$ cat config.mk
export PLATFORM = sky130hd
export DESIGN_NAME = tdsb_status_bank
export DESIGN_NICKNAME = d
export VERILOG_FILES = /design/src/design/tdsb_pkg.sv /design/src/design/tdsb_sat_counter.sv /design/src/design/tdsb_status_bank.sv /design/src/design/tdsb_wait_timer.sv
export SDC_FILE = /design/constraint.sdc
export NUM_CORES = 1
export LEC_CHECK = 0
export ABC_AREA = 1
export BUFFER_PORTS_ARGS = -buffer_cell sky130_fd_sc_hd__buf_2
export CORE_ASPECT_RATIO = 1.4
export CORE_MARGIN = 2
export CORE_UTILIZATION = 58
export DETAILED_ROUTE_END_ITERATION = 10
export PLACE_DENSITY_LB_ADDON = 0.12
export SLEW_MARGIN = 30
export SYNTH_ARGS = -nofsm -noshare
export SYNTH_HDL_FRONTEND = slang
export SYNTH_SLANG_ARGS = --single-unit
$ cat constraint.sdc
create_clock -name clk_sys -period 2.29 [get_ports clk_sys]
set_input_delay 0.229 -clock clk_sys [delete_from_list [all_inputs] [get_ports clk_sys]]
set_output_delay 0.229 -clock clk_sys [all_outputs]
set_load 0.02 [all_outputs]
$ cat src/design/tdsb_pkg.sv
// Constants, field layout and carrier types of the thermal and device
// status bank.
// Assumes one 250 MHz clock shared with the SPI frame decoder.
package tdsb_pkg;

  // Register indices as seen in the SPI address field
  localparam logic [6:0] ADDR_THERM = 7'h41;
  localparam logic [6:0] ADDR_DEV = 7'h42;
  localparam logic [15:0] REG_RESET = 16'h0000;

  // Thermal register field positions
  localparam int TH_PREWARN = 0;
  localparam int TH_THERMAL_STAGE_ONE_SHUTDOWN = 1;
  localparam int TH_THERMAL_STAGE_TWO_SHUTDOWN = 2;
  localparam int TH_SAFE = 3;

  // Device information field positions
  localparam int DV_FAILURE = 0;
  localparam int DV_SPI_FAIL = 1;
  localparam int DV_WD_LO = 2;
  localparam int DV_SOFTWARE_DEVELOPMENT_ACTIVE = 4;
  localparam int DV_PRIOR_LO = 6;
  localparam int DV_CRC_FAIL = 8;
  localparam int DV_CRC_ON = 9;

  // Prior-state codes
  localparam logic [1:0] PRIOR_CLEARED = 2'h0;
  localparam logic [1:0] PRIOR_FAIL = 2'h1;
  localparam logic [1:0] PRIOR_SLEEP = 2'h2;

  // Stage-two events tolerated before the safe state is declared
  localparam logic [4:0] SAFE_AFTER = 5'h10;
  localparam logic [4:0] THERMAL_STAGE_TWO_SHUTDOWN_CNT_MAX = 5'h11;

  // Number of separately disabled power modules
  localparam int NUM_MODULES = 4;
  localparam int WD_W = 2;
  localparam int TMR_W = 40;

  // Waiting times of the stage-two recovery
  localparam longint CLK_HZ = 250_000_000;
  localparam longint T_WAIT_LONG_S = 64;
  localparam longint WAIT_LONG_CYC = T_WAIT_LONG_S * CLK_HZ;
  localparam longint T_WAIT_SHORT_MS = 1000;
  localparam longint WAIT_SHORT_CYC = T_WAIT_SHORT_MS * (CLK_HZ / 1000);

  typedef struct packed {
    logic prewarn;
    logic thermal_stage_one_shutdown;
    logic [NUM_MODULES-1:0] thermal_stage_one_shutdown_module;
    logic thermal_stage_two_shutdown;
    logic thermal_stage_two_shutdown_recovered;
  } tdsb_therm_evt_type;

  typedef struct packed {
    logic crc_error;
    logic crc_static_seq;
    logic invalid_cmd;
    logic failure;
    logic watchdog_failure_count;
    logic wd_good;
    logic fail_restart;
    logic sleep_restart;
  } tdsb_dev_evt_type;

  typedef struct packed {
    logic valid;
    logic [6:0] addr;
    logic read_clear;
  } tdsb_req_type;

endpackage

$ cat src/design/tdsb_sat_counter.sv
// Saturating event counter that the device itself may clear.
// Assumes inc and clr are single-cycle pulses on clk_sys.
`timescale 1ns/100ps
module tdsb_sat_counter #(
  parameter int W = 2
) (
  input wire logic clk_sys,
  input wire logic reset,
  input wire logic ce,
  input wire logic inc,
  input wire logic clr,
  output logic [W-1:0] count
);

  logic [W-1:0] count_r;
  logic [W-1:0] count_nxt;
  wire sat = &count_r;
  wire [W-1:0] one = {{(W-1){1'b0}}, 1'b1};

  // A failure in the clearing cycle still counts, so none is lost
  assign count_nxt = inc ? (clr ? one : (sat ? count_r : count_r + one))
                   : (clr ? '0 : count_r);

  always_ff @(posedge clk_sys) begin
    if (reset) begin
      count_r <= '0;
    end else if (ce) begin
      count_r <= count_nxt;
    end
  end

  assign count = count_r;

endmodule

$ cat src/design/tdsb_status_bank.sv
// Thermal protection and device information status registers.
// Assumes the SPI frame decoder, the thermal sensors and the mode
// controller all run on clk_sys and deliver one-cycle event pulses.
//
// Behaviour
// RULE_01: Over sixteen consecutive stage-two events set safe flag, next wait 64 s.
// RULE_02: Stage-two overtemperature latches its flag and requests Fail-Safe Mode.
// RULE_03: Stage-one overtemperature latches its flag, disables only affected module.
// RULE_04: Thermal pre-warning latches into bit zero of the thermal register.
// RULE_05: Thermal flags persist after the condition ends until host clears them.
// RULE_06: Thermal register bits 15 to 4 always read zero.
// RULE_07: Bit 9 shows CRC enable; CRC bits readable whatever the CRC setting.
// RULE_08: CRC error sets bit 8, except for the static enable/disable sequence.
// RULE_09: Reads of the device-information register skip the frame CRC check.
// RULE_10: Prior-state bits 7:6: 00 cleared, 01 failure, 10 sleep, 11 reserved.
// RULE_11: Watchdog, stage-two, undervoltage, wakeless sleep, fail-safe wake record 01.
// RULE_12: Sleep entry attempted with wake flags pending records Sleep Mode.
// RULE_13: Host clears the prior-state field; the device never clears it itself.
// RULE_14: Bit 4 follows Software Development Mode, updated by hardware.
// RULE_15: Bits 3:2 count watchdog failures, saturating at three.
// RULE_16: Only the watchdog counter is cleared by the device itself.
// RULE_17: An invalid SPI command sets the SPI failure flag in bit 1.
// RULE_18: SPI failure flag clears only by a SPI clear command.
// RULE_19: Both registers zero after reset; restart keeps the latched flags.
// RULE_20: Read-clear flags clear only on a read-and-clear access; reserved ignore writes.
`timescale 1ns/100ps
module tdsb_status_bank #(
  parameter logic [39:0] WAIT_SHORT_CYC =
    40'(tdsb_pkg::WAIT_SHORT_CYC),
  parameter logic [39:0] WAIT_LONG_CYC =
    40'(tdsb_pkg::WAIT_LONG_CYC)
) (
  input wire logic clk_sys,
  input wire logic reset,
  input wire logic ce,
  input wire logic restart,
  input wire tdsb_pkg::tdsb_therm_evt_type therm_evt,
  input wire tdsb_pkg::tdsb_dev_evt_type dev_evt,
  input wire logic crc_enabled,
  input wire logic software_development_active_mode,
  input wire tdsb_pkg::tdsb_req_type req,
  output logic rsp_valid,
  output logic [15:0] rsp_data,
  output logic rsp_crc_bypass,
  output logic fail_safe_req,
  output logic [tdsb_pkg::NUM_MODULES-1:0] module_disable,
  output logic thermal_stage_two_shutdown_waiting,
  output logic long_wait_sel
);

  // Read-and-clear access aimed at one register
  function automatic logic clear_hit(
    input tdsb_pkg::tdsb_req_type r,
    input logic [6:0] a
  );
    clear_hit = r.valid && r.read_clear && (r.addr == a);
  endfunction

  // Thermal flag state
  logic prewarn_r;
  logic prewarn_nxt;
  logic thermal_stage_one_shutdown_r;
  logic thermal_stage_one_shutdown_nxt;
  logic thermal_stage_two_shutdown_r;
  logic thermal_stage_two_shutdown_nxt;
  logic safe_r;
  logic safe_nxt;
  logic [4:0] thermal_stage_two_shutdown_cnt_r;
  logic [4:0] thermal_stage_two_shutdown_cnt_nxt;

  // Device information state
  logic crc_fail_r;
  logic crc_fail_nxt;
  logic spi_fail_r;
  logic spi_fail_nxt;
  logic failure_r;
  logic failure_nxt;
  logic [1:0] prior_r;
  logic [1:0] prior_nxt;
  logic [tdsb_pkg::WD_W-1:0] wd_count;

  // Answer and side outputs
  logic rsp_valid_r;
  logic [15:0] rsp_data_r;
  logic [15:0] rsp_data_nxt;
  logic crc_bypass_r;
  logic crc_bypass_nxt;
  logic fail_safe_r;
  logic [tdsb_pkg::NUM_MODULES-1:0] mod_dis_r;
  logic [tdsb_pkg::NUM_MODULES-1:0] mod_dis_nxt;

  // Register decode. Only the two mapped addresses decode; a
  // read-and-clear aimed anywhere else wipes nothing and answers zero.
  // Decode does not look at ce: the flops below ignore it while frozen,
  // so a request during a frozen cycle is simply never taken.
  wire clr_therm = clear_hit(req, tdsb_pkg::ADDR_THERM); // RULE_20
  wire clr_dev = clear_hit(req, tdsb_pkg::ADDR_DEV); // RULE_20
  wire rd_therm = req.valid && (req.addr == tdsb_pkg::ADDR_THERM);
  wire rd_dev = req.valid && (req.addr == tdsb_pkg::ADDR_DEV);

  // Stage-two bookkeeping: the count runs while no recovery is seen.
  // Each stage-two event bumps the run length and starts a recovery
  // wait; a recovery report ends the run. The count stops one past
  // the threshold, so a long run can never wrap back to short waits.
  // The event that finds the count already at the threshold is the
  // one that declares the safe state, and its own wait is the long one.
  // Limitation: the host clearing the safe flag neither shortens a long
  // wait under way nor resets the run length, so the next event of the
  // same run declares the safe state again.
  wire safe_hit = therm_evt.thermal_stage_two_shutdown && (thermal_stage_two_shutdown_cnt_r >= tdsb_pkg::SAFE_AFTER);
  wire cnt_sat = thermal_stage_two_shutdown_cnt_r == tdsb_pkg::THERMAL_STAGE_TWO_SHUTDOWN_CNT_MAX;
  wire [4:0] cnt_inc = cnt_sat ? thermal_stage_two_shutdown_cnt_r : thermal_stage_two_shutdown_cnt_r + 5'h01;

  assign thermal_stage_two_shutdown_cnt_nxt = therm_evt.thermal_stage_two_shutdown ? cnt_inc
                      : (therm_evt.thermal_stage_two_shutdown_recovered ? 5'h00 : thermal_stage_two_shutdown_cnt_r);

  // Thermal flags: set wins over a clear in the same cycle
  assign prewarn_nxt = therm_evt.prewarn | (prewarn_r & ~clr_therm); // RULE_04
  assign thermal_stage_one_shutdown_nxt = therm_evt.thermal_stage_one_shutdown | (thermal_stage_one_shutdown_r & ~clr_therm); // RULE_03
  assign thermal_stage_two_shutdown_nxt = therm_evt.thermal_stage_two_shutdown | (thermal_stage_two_shutdown_r & ~clr_therm); // RULE_02
  assign safe_nxt = safe_hit | (safe_r & ~clr_therm); // RULE_01

  // Once safe, the following wait uses the long interval
  assign long_wait_sel = safe_hit | safe_r; // RULE_01

  // CRC failure ignores the static enable/disable frame. The frame
  // decoder flags that frame on crc_static_seq in the same cycle as
  // crc_error, so the qualifier must never lag the error by a cycle.
  assign crc_fail_nxt = (dev_evt.crc_error & ~dev_evt.crc_static_seq)
                      | (crc_fail_r & ~clr_dev); // RULE_08

  // SPI failure has no path to clear other than the host command.
  // Reset returns it to zero like every other latched flag; restart does not.
  assign spi_fail_nxt = dev_evt.invalid_cmd | (spi_fail_r & ~clr_dev); // RULE_17 RULE_18
  assign failure_nxt = dev_evt.failure | (failure_r & ~clr_dev); // RULE_20

  // Prior state: failure beats sleep, both beat a host clear.
  // A watchdog failure and a stage-two shutdown count as failure
  // restarts here directly; the mode controller reports the others
  // (undervoltage, wakeless sleep, fail-safe wake) on fail_restart.
  // The reserved code is never produced, since only the two coded
  // values or the cleared value can ever be loaded.
  wire prior_fail = dev_evt.fail_restart | dev_evt.watchdog_failure_count
                  | therm_evt.thermal_stage_two_shutdown; // RULE_11
  assign prior_nxt = prior_fail ? tdsb_pkg::PRIOR_FAIL // RULE_10
                   : (dev_evt.sleep_restart ? tdsb_pkg::PRIOR_SLEEP // RULE_12
                   : (clr_dev ? tdsb_pkg::PRIOR_CLEARED : prior_r)); // RULE_13

  // Watchdog failures: the device clears this on a good service.
  // A failure in the same cycle as a good service leaves a count of
  // one, so the newest failure is never hidden by the clear.
  tdsb_sat_counter #(
    .W(tdsb_pkg::WD_W)
  ) u_wd_count (
    .clk_sys(clk_sys),
    .reset(reset),
    .ce(ce),
    .inc(dev_evt.watchdog_failure_count), // RULE_15
    .clr(dev_evt.wd_good), // RULE_16
    .count(wd_count)
  );

  // Recovery wait after each stage-two shutdown. A restart aborts the
  // wait, but a new event in the same cycle wins, so a shutdown is
  // never left without its wait.
  tdsb_wait_timer #(
    .SHORT_CYC(WAIT_SHORT_CYC),
    .LONG_CYC(WAIT_LONG_CYC)
  ) u_wait (
    .clk_sys(clk_sys),
    .reset(reset),
    .ce(ce),
    .start(therm_evt.thermal_stage_two_shutdown),
    .long_sel(long_wait_sel), // RULE_01
    .abort(restart),
    .busy(thermal_stage_two_shutdown_waiting)
  );

  // Per-module disable; a restart re-enables modules, flags stay.
  // A stage-one event only disables the modules flagged with it, so
  // the others keep running through a local overtemperature.
  genvar gi;
  generate
    for (gi = 0; gi < tdsb_pkg::NUM_MODULES; gi++) begin : g_mod
      assign mod_dis_nxt[gi] = (therm_evt.thermal_stage_one_shutdown && therm_evt.thermal_stage_one_shutdown_module[gi])
                             | (mod_dis_r[gi] & ~restart); // RULE_03
    end
  endgenerate

  // Read words built field by field at the package positions; the
  // reserved bits are tied to zero, so no write can ever land there
  wire [15:0] therm_word;
  wire [15:0] dev_word;

  // Thermal word layout
  //   15:4  reserved, read as zero
  //   3     safe state after a long run of stage-two events
  //   2     stage-two shutdown seen
  //   1     stage-one shutdown seen
  //   0     thermal pre-warning seen
  assign therm_word[15:tdsb_pkg::TH_SAFE+1] = 12'h000; // RULE_06
  assign therm_word[tdsb_pkg::TH_SAFE] = safe_r;
  assign therm_word[tdsb_pkg::TH_THERMAL_STAGE_TWO_SHUTDOWN] = thermal_stage_two_shutdown_r;
  assign therm_word[tdsb_pkg::TH_THERMAL_STAGE_ONE_SHUTDOWN] = thermal_stage_one_shutdown_r;
  assign therm_word[tdsb_pkg::TH_PREWARN] = prewarn_r; // RULE_04

  // Device word layout
  //   15:10 reserved, read as zero
  //   9     frame CRC protection on, live level
  //   8     CRC failure seen
  //   7:6   state before the restart
  //   5     reserved, read as zero
  //   4     development mode active, live level
  //   3:2   watchdog failures, cleared by the device
  //   1     invalid command seen
  //   0     general failure seen
  assign dev_word[15:tdsb_pkg::DV_CRC_ON+1] = 6'h00;
  assign dev_word[tdsb_pkg::DV_CRC_ON] = crc_enabled; // RULE_07
  assign dev_word[tdsb_pkg::DV_CRC_FAIL] = crc_fail_r; // RULE_08
  assign dev_word[tdsb_pkg::DV_PRIOR_LO +: 2] = prior_r; // RULE_10
  assign dev_word[tdsb_pkg::DV_SOFTWARE_DEVELOPMENT_ACTIVE+1] = 1'b0;
  assign dev_word[tdsb_pkg::DV_SOFTWARE_DEVELOPMENT_ACTIVE] = software_development_active_mode; // RULE_14
  assign dev_word[tdsb_pkg::DV_WD_LO +: tdsb_pkg::WD_W] = wd_count;
  assign dev_word[tdsb_pkg::DV_SPI_FAIL] = spi_fail_r; // RULE_17
  assign dev_word[tdsb_pkg::DV_FAILURE] = failure_r;

  // Unmapped addresses answer zero; answers show pre-clear contents
  assign rsp_data_nxt = rd_therm ? therm_word
                      : (rd_dev ? dev_word : tdsb_pkg::REG_RESET);
  assign crc_bypass_nxt = rd_dev; // RULE_09

  // Thermal flags: reset clears, restart leaves them alone.
  // The clock enable freezes flags and run length alike, so an event
  // pulse that arrives while ce is low is lost, not deferred.
  always_ff @(posedge clk_sys) begin
    if (reset) begin
      prewarn_r <= 1'b0; // RULE_19
      thermal_stage_one_shutdown_r <= 1'b0;
      thermal_stage_two_shutdown_r <= 1'b0;
      safe_r <= 1'b0;
      thermal_stage_two_shutdown_cnt_r <= 5'h00;
    end else if (ce) begin
      prewarn_r <= prewarn_nxt; // RULE_05
      thermal_stage_one_shutdown_r <= thermal_stage_one_shutdown_nxt; // RULE_05
      thermal_stage_two_shutdown_r <= thermal_stage_two_shutdown_nxt; // RULE_05
      safe_r <= safe_nxt; // RULE_05
      thermal_stage_two_shutdown_cnt_r <= thermal_stage_two_shutdown_cnt_nxt;
    end
  end

  // Device information flags. Restart leaves every bit here alone;
  // only reset returns the register to zero.
  always_ff @(posedge clk_sys) begin
    if (reset) begin
      crc_fail_r <= 1'b0; // RULE_19
      spi_fail_r <= 1'b0;
      failure_r <= 1'b0;
      prior_r <= tdsb_pkg::PRIOR_CLEARED;
    end else if (ce) begin
      crc_fail_r <= crc_fail_nxt;
      spi_fail_r <= spi_fail_nxt;
      failure_r <= failure_nxt;
      prior_r <= prior_nxt;
    end
  end

  // Answer register, one cycle after the request. The word is taken
  // from the flags before this cycle's events and clears land, so a
  // read-and-clear returns exactly the contents that it wipes. With
  // no request the word returns to zero, so the host must take it in
  // the cycle in which rsp_valid stands.
  always_ff @(posedge clk_sys) begin
    if (reset) begin
      rsp_valid_r <= 1'b0;
      rsp_data_r <= tdsb_pkg::REG_RESET;
      crc_bypass_r <= 1'b0;
    end else if (ce) begin
      rsp_valid_r <= req.valid;
      rsp_data_r <= rsp_data_nxt;
      crc_bypass_r <= crc_bypass_nxt;
    end
  end

  // Fail-safe request pulse and module disables. The request stands
  // for one cycle per event, so the mode controller must latch it;
  // a lost pulse would leave the device out of its safe mode.
  always_ff @(posedge clk_sys) begin
    if (reset) begin
      fail_safe_r <= 1'b0;
      mod_dis_r <= '0;
    end else if (ce) begin
      fail_safe_r <= therm_evt.thermal_stage_two_shutdown; // RULE_02
      mod_dis_r <= mod_dis_nxt;
    end
  end

  // Outputs from flip-flops
  assign rsp_valid = rsp_valid_r;
  assign rsp_data = rsp_data_r;
  assign rsp_crc_bypass = crc_bypass_r;
  assign fail_safe_req = fail_safe_r;
  assign module_disable = mod_dis_r;

endmodule

$ cat src/design/tdsb_wait_timer.sv
// Stage-two recovery wait timer with a short and a long interval.
// Assumes start is a pulse; a new start reloads the count.
`timescale 1ns/100ps
module tdsb_wait_timer #(
  parameter logic [39:0] SHORT_CYC = 40'h0000_0000_10,
  parameter logic [39:0] LONG_CYC = 40'h0000_0001_00
) (
  input wire logic clk_sys,
  input wire logic reset,
  input wire logic ce,
  input wire logic start,
  input wire logic long_sel,
  input wire logic abort,
  output logic busy
);

  logic [39:0] cnt_r;
  logic [39:0] cnt_nxt;
  wire [39:0] load = long_sel ? LONG_CYC : SHORT_CYC;

  // Down counter; zero means idle
  assign cnt_nxt = start ? load
                 : (abort ? 40'h0000_0000_00
                 : (cnt_r != 40'h0000_0000_00 ? cnt_r - 40'h0000_0000_01
                 : cnt_r));

  always_ff @(posedge clk_sys) begin
    if (reset) begin
      cnt_r <= 40'h0000_0000_00;
    end else if (ce) begin
      cnt_r <= cnt_nxt;
    end
  end

  assign busy = cnt_r != 40'h0000_0000_00;

endmodule

==> impl_results.md, run 1 <==
- IO Count: 56
- Post-DRT Antenna Nets: 0
- Post-synth EDFFs: 0
- Mapped Cells: roughly 640
- CP Capture Type: flip-flop
- Post-CTS Setup Repair Bufs: 0
- Hold endpoint: failure_r
- Buffers & Inverters on Critical Path: 1
- Hold_ws: between 100 and 150 ps
- Crit path DAT: 2360 ps
- CTS tree: built
- Met2 global-route usage: 0.543
- CTS sink count: 72
- Initial antenna violation count: 0
- Worst-case reg-to-reg path depth: 11
- Avg Cell Area, Syn: between 6 and 7 µm²
- Routed len/inst: approximately 13 µm
- Slew Limit Fails: 0
- Placed Area: 4370 µm²
- Seq/Total Area, Yosys: 0.357
- Hold Path Origin: dev_evt[4]
- Clock Latency Late Sink: 360 ps
- Fraction of registers with async set/reset: 0
- Reg-to-reg endpoint: u_wait.cnt_r[26]
- FF-to-FF Start: u_wait.cnt_r[9]
- GRT busiest layer: met2
- Rel. slew slack: 0.592
- First-pass GRT wire length: about 18 mm
- GRT Util Overall: 0.302
- Longest Clk Path Bufs: 2
- Skew final: ~8 ps
- Post-Syn Area: 4040 µm²
- Crit path max fanout: 34
- DRT Pass-1 Iters: 4
- Initial drt markers: 246
- Worst Path Required: 2590 ps
- Met1 Resource Use GR: 0.318
- Final RePlAce weighted congestion: approximately 1
- Placeable Area: 6850 µm²
- Starting Density: 0.590
- Vias in the first global route: roughly 4,000
- Final hold violations: 0
- Synth top area share: 0.357
- Slowest stage delay, CP: 340 ps
- Worst-Margin Slew: 605 ps
- Nets@finish: 734
- Share of layout cells above drive strength 1: 0.135
- Synthesis-to-layout area growth: 12.8%
- Die X: ~75 µm
- Peak Freq: ~490 MHz
- Cts bufs inserted: 9
- Commonest cells post-synth: 140 x nor2_1, 139 x nand2_1, 72 x dfxtp_1, 72 x inv_1, 55 x a21oi_1
- Final setup viols: 0
- Critical path cell sequence: nor2_1, nand2_1, nor2_2, nand2_1, nor2_2, nand3_2, nand2_4, inv_4, o21ai_2, nor2_1, nor2_1
- Pre-CTS setup slack: 202 ps
- Vias per cell: approximately 5.2
- Overflow after GRT: 0
- Count of cell types in the netlist: 34
- LEAKAGE: approximately 2.1 nW
- Most Frequent Cell on Critical Path: nor2_1
- Clock-pin slew on the worst setup and hold paths: about 80 ps
- ANT cells: 0
- HPWL after DPL: between 8 and 9 mm
- Period utilization: 0.897
- WS Path Type: reg -> reg
- Met3 Use GR: 0.0489
- Die area: about 7700 µm²
- Post-route setup TNS: 0 ps
- Site Rows: 36
- CTS root buffer: clkbuf_8
- RSZ-0062 raised after global routing: no
- Maximum VDD drop: ~0.5 mV
- Final worst slack: ~240 ps
- Worst Setup Start Kind: flip-flop
- Largest net degree at the start of global routing: 35
- CP top delay family: simple AND/OR/NAND/NOR gates
- Post-layout minimum cycle time: around 2100 ps
- Hold Path Stages: 3
- Design Area, Final: 4560 µm²
- Register-to-Register Setup Slack: 240 ps
- PortBufs: 48
- H-tree levels: 3
- CP max stage cell: dfxtp_1
- Synth Flop Type: dfxtp_1
- Status: finished, final reports clean
- Yosys top cell by area: dfxtp_1
- Max Cap Violations: 0
- Largest cells by area after synthesis: dfxtp_1 36%, nor2_1 13%, nand2_1 13%, a21oi_1 6.8%, inv_1 6.7%
- Count leader, synth: nor2_1
- Power, Total: about 0.0029 W
- Yosys warns: 0
- DR vias: roughly 4,200
- Die H: 103 µm
- WL final: between 10 and 15 mm
- FF+latch count, synth: 72
- DRC: 0
- PD cells: ~640 nW/µm²
- HP Class: in -> reg
[tightest hold or removal path, stage by stage]
cell and delay, ps:
buf_2 100, nand2_1 50, a21oi_1 50
[per-stage QoR]
step | utilization | cells
after global placement | 0.639 | 782
after global routing | 0.666 | 797
after floorplan | - | 650
after detailed placement | 0.639 | 782
final | 0.666 | 797
after CTS | 0.666 | 797
[routing by layer]
metal	wire length, µm	part of all wire
met4	537	0.050
met3	483	0.045
met5	0	0
met2	5420	0.51
met1	4260	0.40
[layout by cell type (no fill, tap or decap), types with 2 or more instances in the layout]
cell type	Yosys	routed
nor2_1	140	140
nand2_1	139	138
inv_1	72	72
dfxtp_1	72	72
a21oi_1	55	55
buf_2	0	48
o21ai_0	39	39
nand3_1	28	28
nor3_1	13	13
buf_4	9	12
nor2_2	11	11
nand4_1	11	11
clkbuf_8	0	9
conb_1	1	7
ha_1	5	5
o21ai_1	4	4
o211ai_1	4	4
or2_2	3	3
xor2_1	3	3
o21bai_1	3	3
nor3b_1	3	3
clkinv_2	0	3
xnor2_1	2	2
nand3b_1	2	2
a211oi_1	2	2
[registers in the layout, indices dropped and copies added, names as in the netlist]
register                          flops
thermal_stage_two_shutdown_r          1
rsp_valid                             1
prewarn_r                             1
crc_fail_r                            1
u_wd_count.count                      2
thermal_stage_one_shutdown_r          1
spi_fail_r                            1
fail_safe_req                         1
prior_r                               2
thermal_stage_two_shutdown_cnt_r      5
module_disable                        4
u_wait.cnt_r                         40
rsp_crc_bypass                        1
failure_r                             1
safe_r                                1
rsp_data                              9
[report_power, final]
group,internal (W),leakage (nW),switching (W)
combinational,0.000191,1.46,0.000379
clock,0.000492,0.0948,0.000498
sequential,0.00131,0.590,0.0000540
total,0.00199,2.14,0.000931
[kinds of logic (layout without fill, tap and decap cells)]
logic type      count (synthesis)  in the layout  share of synthesized area
fa+ha+maj                       5              5                     0.0155
buf+inv                        96            148                      0.104
xor+xnor                        5              5                     0.0108
compound gates                111            111                      0.146
flops                          72             72                      0.357
other cells                     1              7                   0.000928
simple gates                  354            354                      0.367
[final cells by class]
type                    count  area, µm²
clock buffers               9        124
clock inverters             6       61.3
fillers                   659       2290
inverters                  73        277
multi-input cells         482       2210
flip-flops and latches     72       1440
well taps                  95        119
repair buffers             60        330
[worst max path at each step]
stage | start | end | slack (ps) | cells past startpoint
finish | u_wait.cnt_r[9] | u_wait.cnt_r[26] | 240 | 11
global route | u_wait.cnt_r[28] | u_wait.cnt_r[22] | 10 | 11
CTS | u_wait.cnt_r[0] | u_wait.cnt_r[32] | 190 | 12
detailed placement | u_wait.cnt_r[0] | u_wait.cnt_r[24] | 200 | 12
global placement | u_wait.cnt_r[0] | u_wait.cnt_r[24] | 330 | 12
floorplan | u_wait.cnt_r[0] | u_wait.cnt_r[24] | 700 | 11
[what timing repair did]
action                     CTS  global route
hold buffers                 0             0
setup endpoints to repair    0             4
resized for setup            0             1
Power figures use the tool's default switching activity.
==> run 2, diff against run 1 <==
- CELL_PAD_IN_SITES_DETAIL_PLACEMENT: default -> 2
- CELL_PAD_IN_SITES_GLOBAL_PLACEMENT: default -> 2
- CORE_UTILIZATION: 58 -> 31
==> run 2 against run 1 <==
Against the previous run:
- flip-flop and latch count did not move
- routed wire length is 41% higher
- setup slack lost 130 ps
- final cell count up 7.7%
- non-clock buffer count grew 2
- first-iteration DRC count down 49%
- sequential power about the same
- critical path type unchanged
- critical endpoint unchanged
- largest power group is now the clock network
==> impl_results.md, run 2 (synthesized netlist as in run 1, its figures left out) <==
- LEAKAGE: 2.21 nW
- Crit path max fanout: 34
- Largest net degree at the start of global routing: 35
- Most Frequent Cell on Critical Path: nor2_1
- GRT Util Overall: 0.224
- Rel. slew slack: 0.586
- Layout fillers: about 1,600
- CP max stage cell: dfxtp_1
- Most flop-heavy register: u_wait.cnt_r
- Synthesis-to-layout area growth: 18.5%
- P_int: 0.00247 W
- Slowest stage delay, CP: roughly 380 ps
- IO Count: 56
- Overflow after GRT: 0
- DRC: 0
- Starting Density: 0.315
- CTS root buffer: clkbuf_16
- Initial antenna violation count: 0
- CTS sink count: 72
- Final RePlAce weighted congestion: around 0.84
- Die X: a little over 100 µm
- PortBufs: 48
- Post-layout minimum cycle time: about 2200 ps
- Longest Clk Path Bufs: 2
- HPWL after DPL: approximately 12 mm
- Cts bufs inserted: 9
- Routed len/inst: 17.6 µm
- Critical path cell sequence: nor2_1, inv_1, nor2_2, nand2_1, nor2_2, nand3_2, nand2_4, inv_4, o21ai_2, nor2_1, nor2_1
- Slew Limit Fails: 0
- Worst-Margin Slew: 614 ps
- Vias in the first global route: a little under 5,000
- Most common cell after layout, fill and taps aside: nor2_1
- DR vias: 4,433
- Most frequent cells in the layout: 139 x nor2_1, 138 x nand2_1, 72 x inv_1, 72 x dfxtp_1, 55 x a21oi_1
- Clock Latency Late Sink: approximately 340 ps
- Seq pwr share: 0.384
- Status: finished, final reports clean
- Vias per cell: 5.17
- PD cells: 745 nW/µm²
- Non-filler instance count after layout: approximately 860
- Share of layout cells above drive strength 1: 0.140
- H-tree levels: 3
- Design Area, Final: 4790 µm²
- Crit path DAT: 2470 ps
- Initial drt markers: 126
- ANT cells: 0
- Final hold violations: 0
- CP Capture Type: flip-flop
- Period utilization: 0.954
- Die H: ~140 µm
- RSZ-0062 raised after global routing: no
- Post-CTS Hold Fix Bufs: 0
- Nets@finish: around 740
- Maximum VDD drop: slightly above 0.3 mV
- WL final: roughly 15 mm
- Clock-pin slew on the worst setup and hold paths: 70 ps
- WS Path Type: reg -> reg
- Worst Setup Start Kind: flip-flop
- Die area: between 10,000 and 15,000 µm²
- CP top delay family: simple AND/OR/NAND/NOR gates
- Power share of the clock group: 0.444
- Max Cap Violations: 0
- Comb pwr share: 0.172
- DRT Pass-1 Iters: 4
- Site Rows: between 40 and 50
- Sw Ratio: 0.309
- Final setup viols: 0
- HP Class: in -> reg
- Sw power: roughly 0.0011 W
- Post-DRT Antenna Nets: 0
- Post-route setup TNS: 0 ps
- Worst Path Required: around 2600 ps
- Placeable Area: ~13,000 µm²
- Peak Freq: approximately 460 MHz
- Max reg flops: 40
- CTS tree: built
- Placed insts: ~840
- Buffers & Inverters on Critical Path: 2
- First-pass GRT wire length: about 24 mm
- Skew final: approximately 7.4 ps
- Placed Area: 4460 µm²
==> run 2: cell count changes in the layout (fill, tap and decap cells not counted) <==
cell        change
clkbuf_16       +9
clkinv_2        -3
buf_4           +2
clkinvlp_4      +1
clkinv_4        -1
bufinv_16       +1
clkbuf_8        -9
nor2_2          +1
nor2_1          -1
inv_6           +3
==> run 2: what timing repair did <==
action                                 in CTS  in global routing
buffers inserted                            0                  0
gates resized for setup                     0                  2
setup endpoints to repair                   0                  2
endpoints found under the hold margin       0                  0
==> run 2: cell type report <==
type	count	area, µm²	share of cell area
clock buffer	9	225	0.0470
multi-input combinational	482	2210	0.461
timing repair buffer	62	345	0.0721
clock inverter	7	101	0.0212
tap	153	191	0.0400
inverter	73	277	0.0577
sequential	72	1440	0.301
==> run 2: routing by layer <==
metal | global-route usage | vias to the layer above | wire length (µm)
met4 | 0.0822 | 0 | 374
li1 | - | 2156 | -
met1 | 0.240 | 2180 | 5840
met3 | 0.0383 | 23 | 493
met5 | 0 | - | 0
met2 | 0.427 | 74 | 8380
==> run 2: power by group through the flow <==
stage / Combinational [W] / Sequential (W) / Clock, W
3_3_place_gp: 0.000594 / 0.00139 / 0
2_1_floorplan: 0.000404 / 0.00139 / 0
6_report: 0.000616 / 0.00137 / 0.00158
3_5_place_dp: 0.000617 / 0.00140 / 0
5_1_grt: 0.000694 / 0.00138 / 0.00170
4_1_cts: 0.000623 / 0.00137 / 0.00162
==> run 2: worst reg2reg max path, cell delays in order, from the launching register on <==
cell and delay, ps:
dfxtp_1 380, nor2_1 290, inv_1 120, nor2_2 190, nand2_1 90, nor2_2 200, nand3_2 130, nand2_4 100
inv_4 130, o21ai_2 270, nor2_1 110, nor2_1 110
==> run 2: final timing paths <==
kind / start / to / slack [ps] / cells after the start
setup / recovery: u_wait.cnt_r[28] / u_wait.cnt_r[26] / 110 / 11
hold / removal: crc_enabled / rsp_data[9] / 140 / 3
setup reg to reg: u_wait.cnt_r[28] / u_wait.cnt_r[26] / 110 / 11
hold reg to reg: failure_r / failure_r / 460 / 2
==> run 2: metrics by stage <==
step	util	power, W	worst slack [ps]	hold WS [ps]
2_1_floorplan	-	0.00179	703	372
3_3_place_gp	0.348	0.00199	238	450
3_5_place_dp	0.348	0.00201	142	455
4_1_cts	0.373	0.00361	126	129
5_1_grt	0.374	0.00377	4.74	141
6_report	0.374	0.00357	106	137
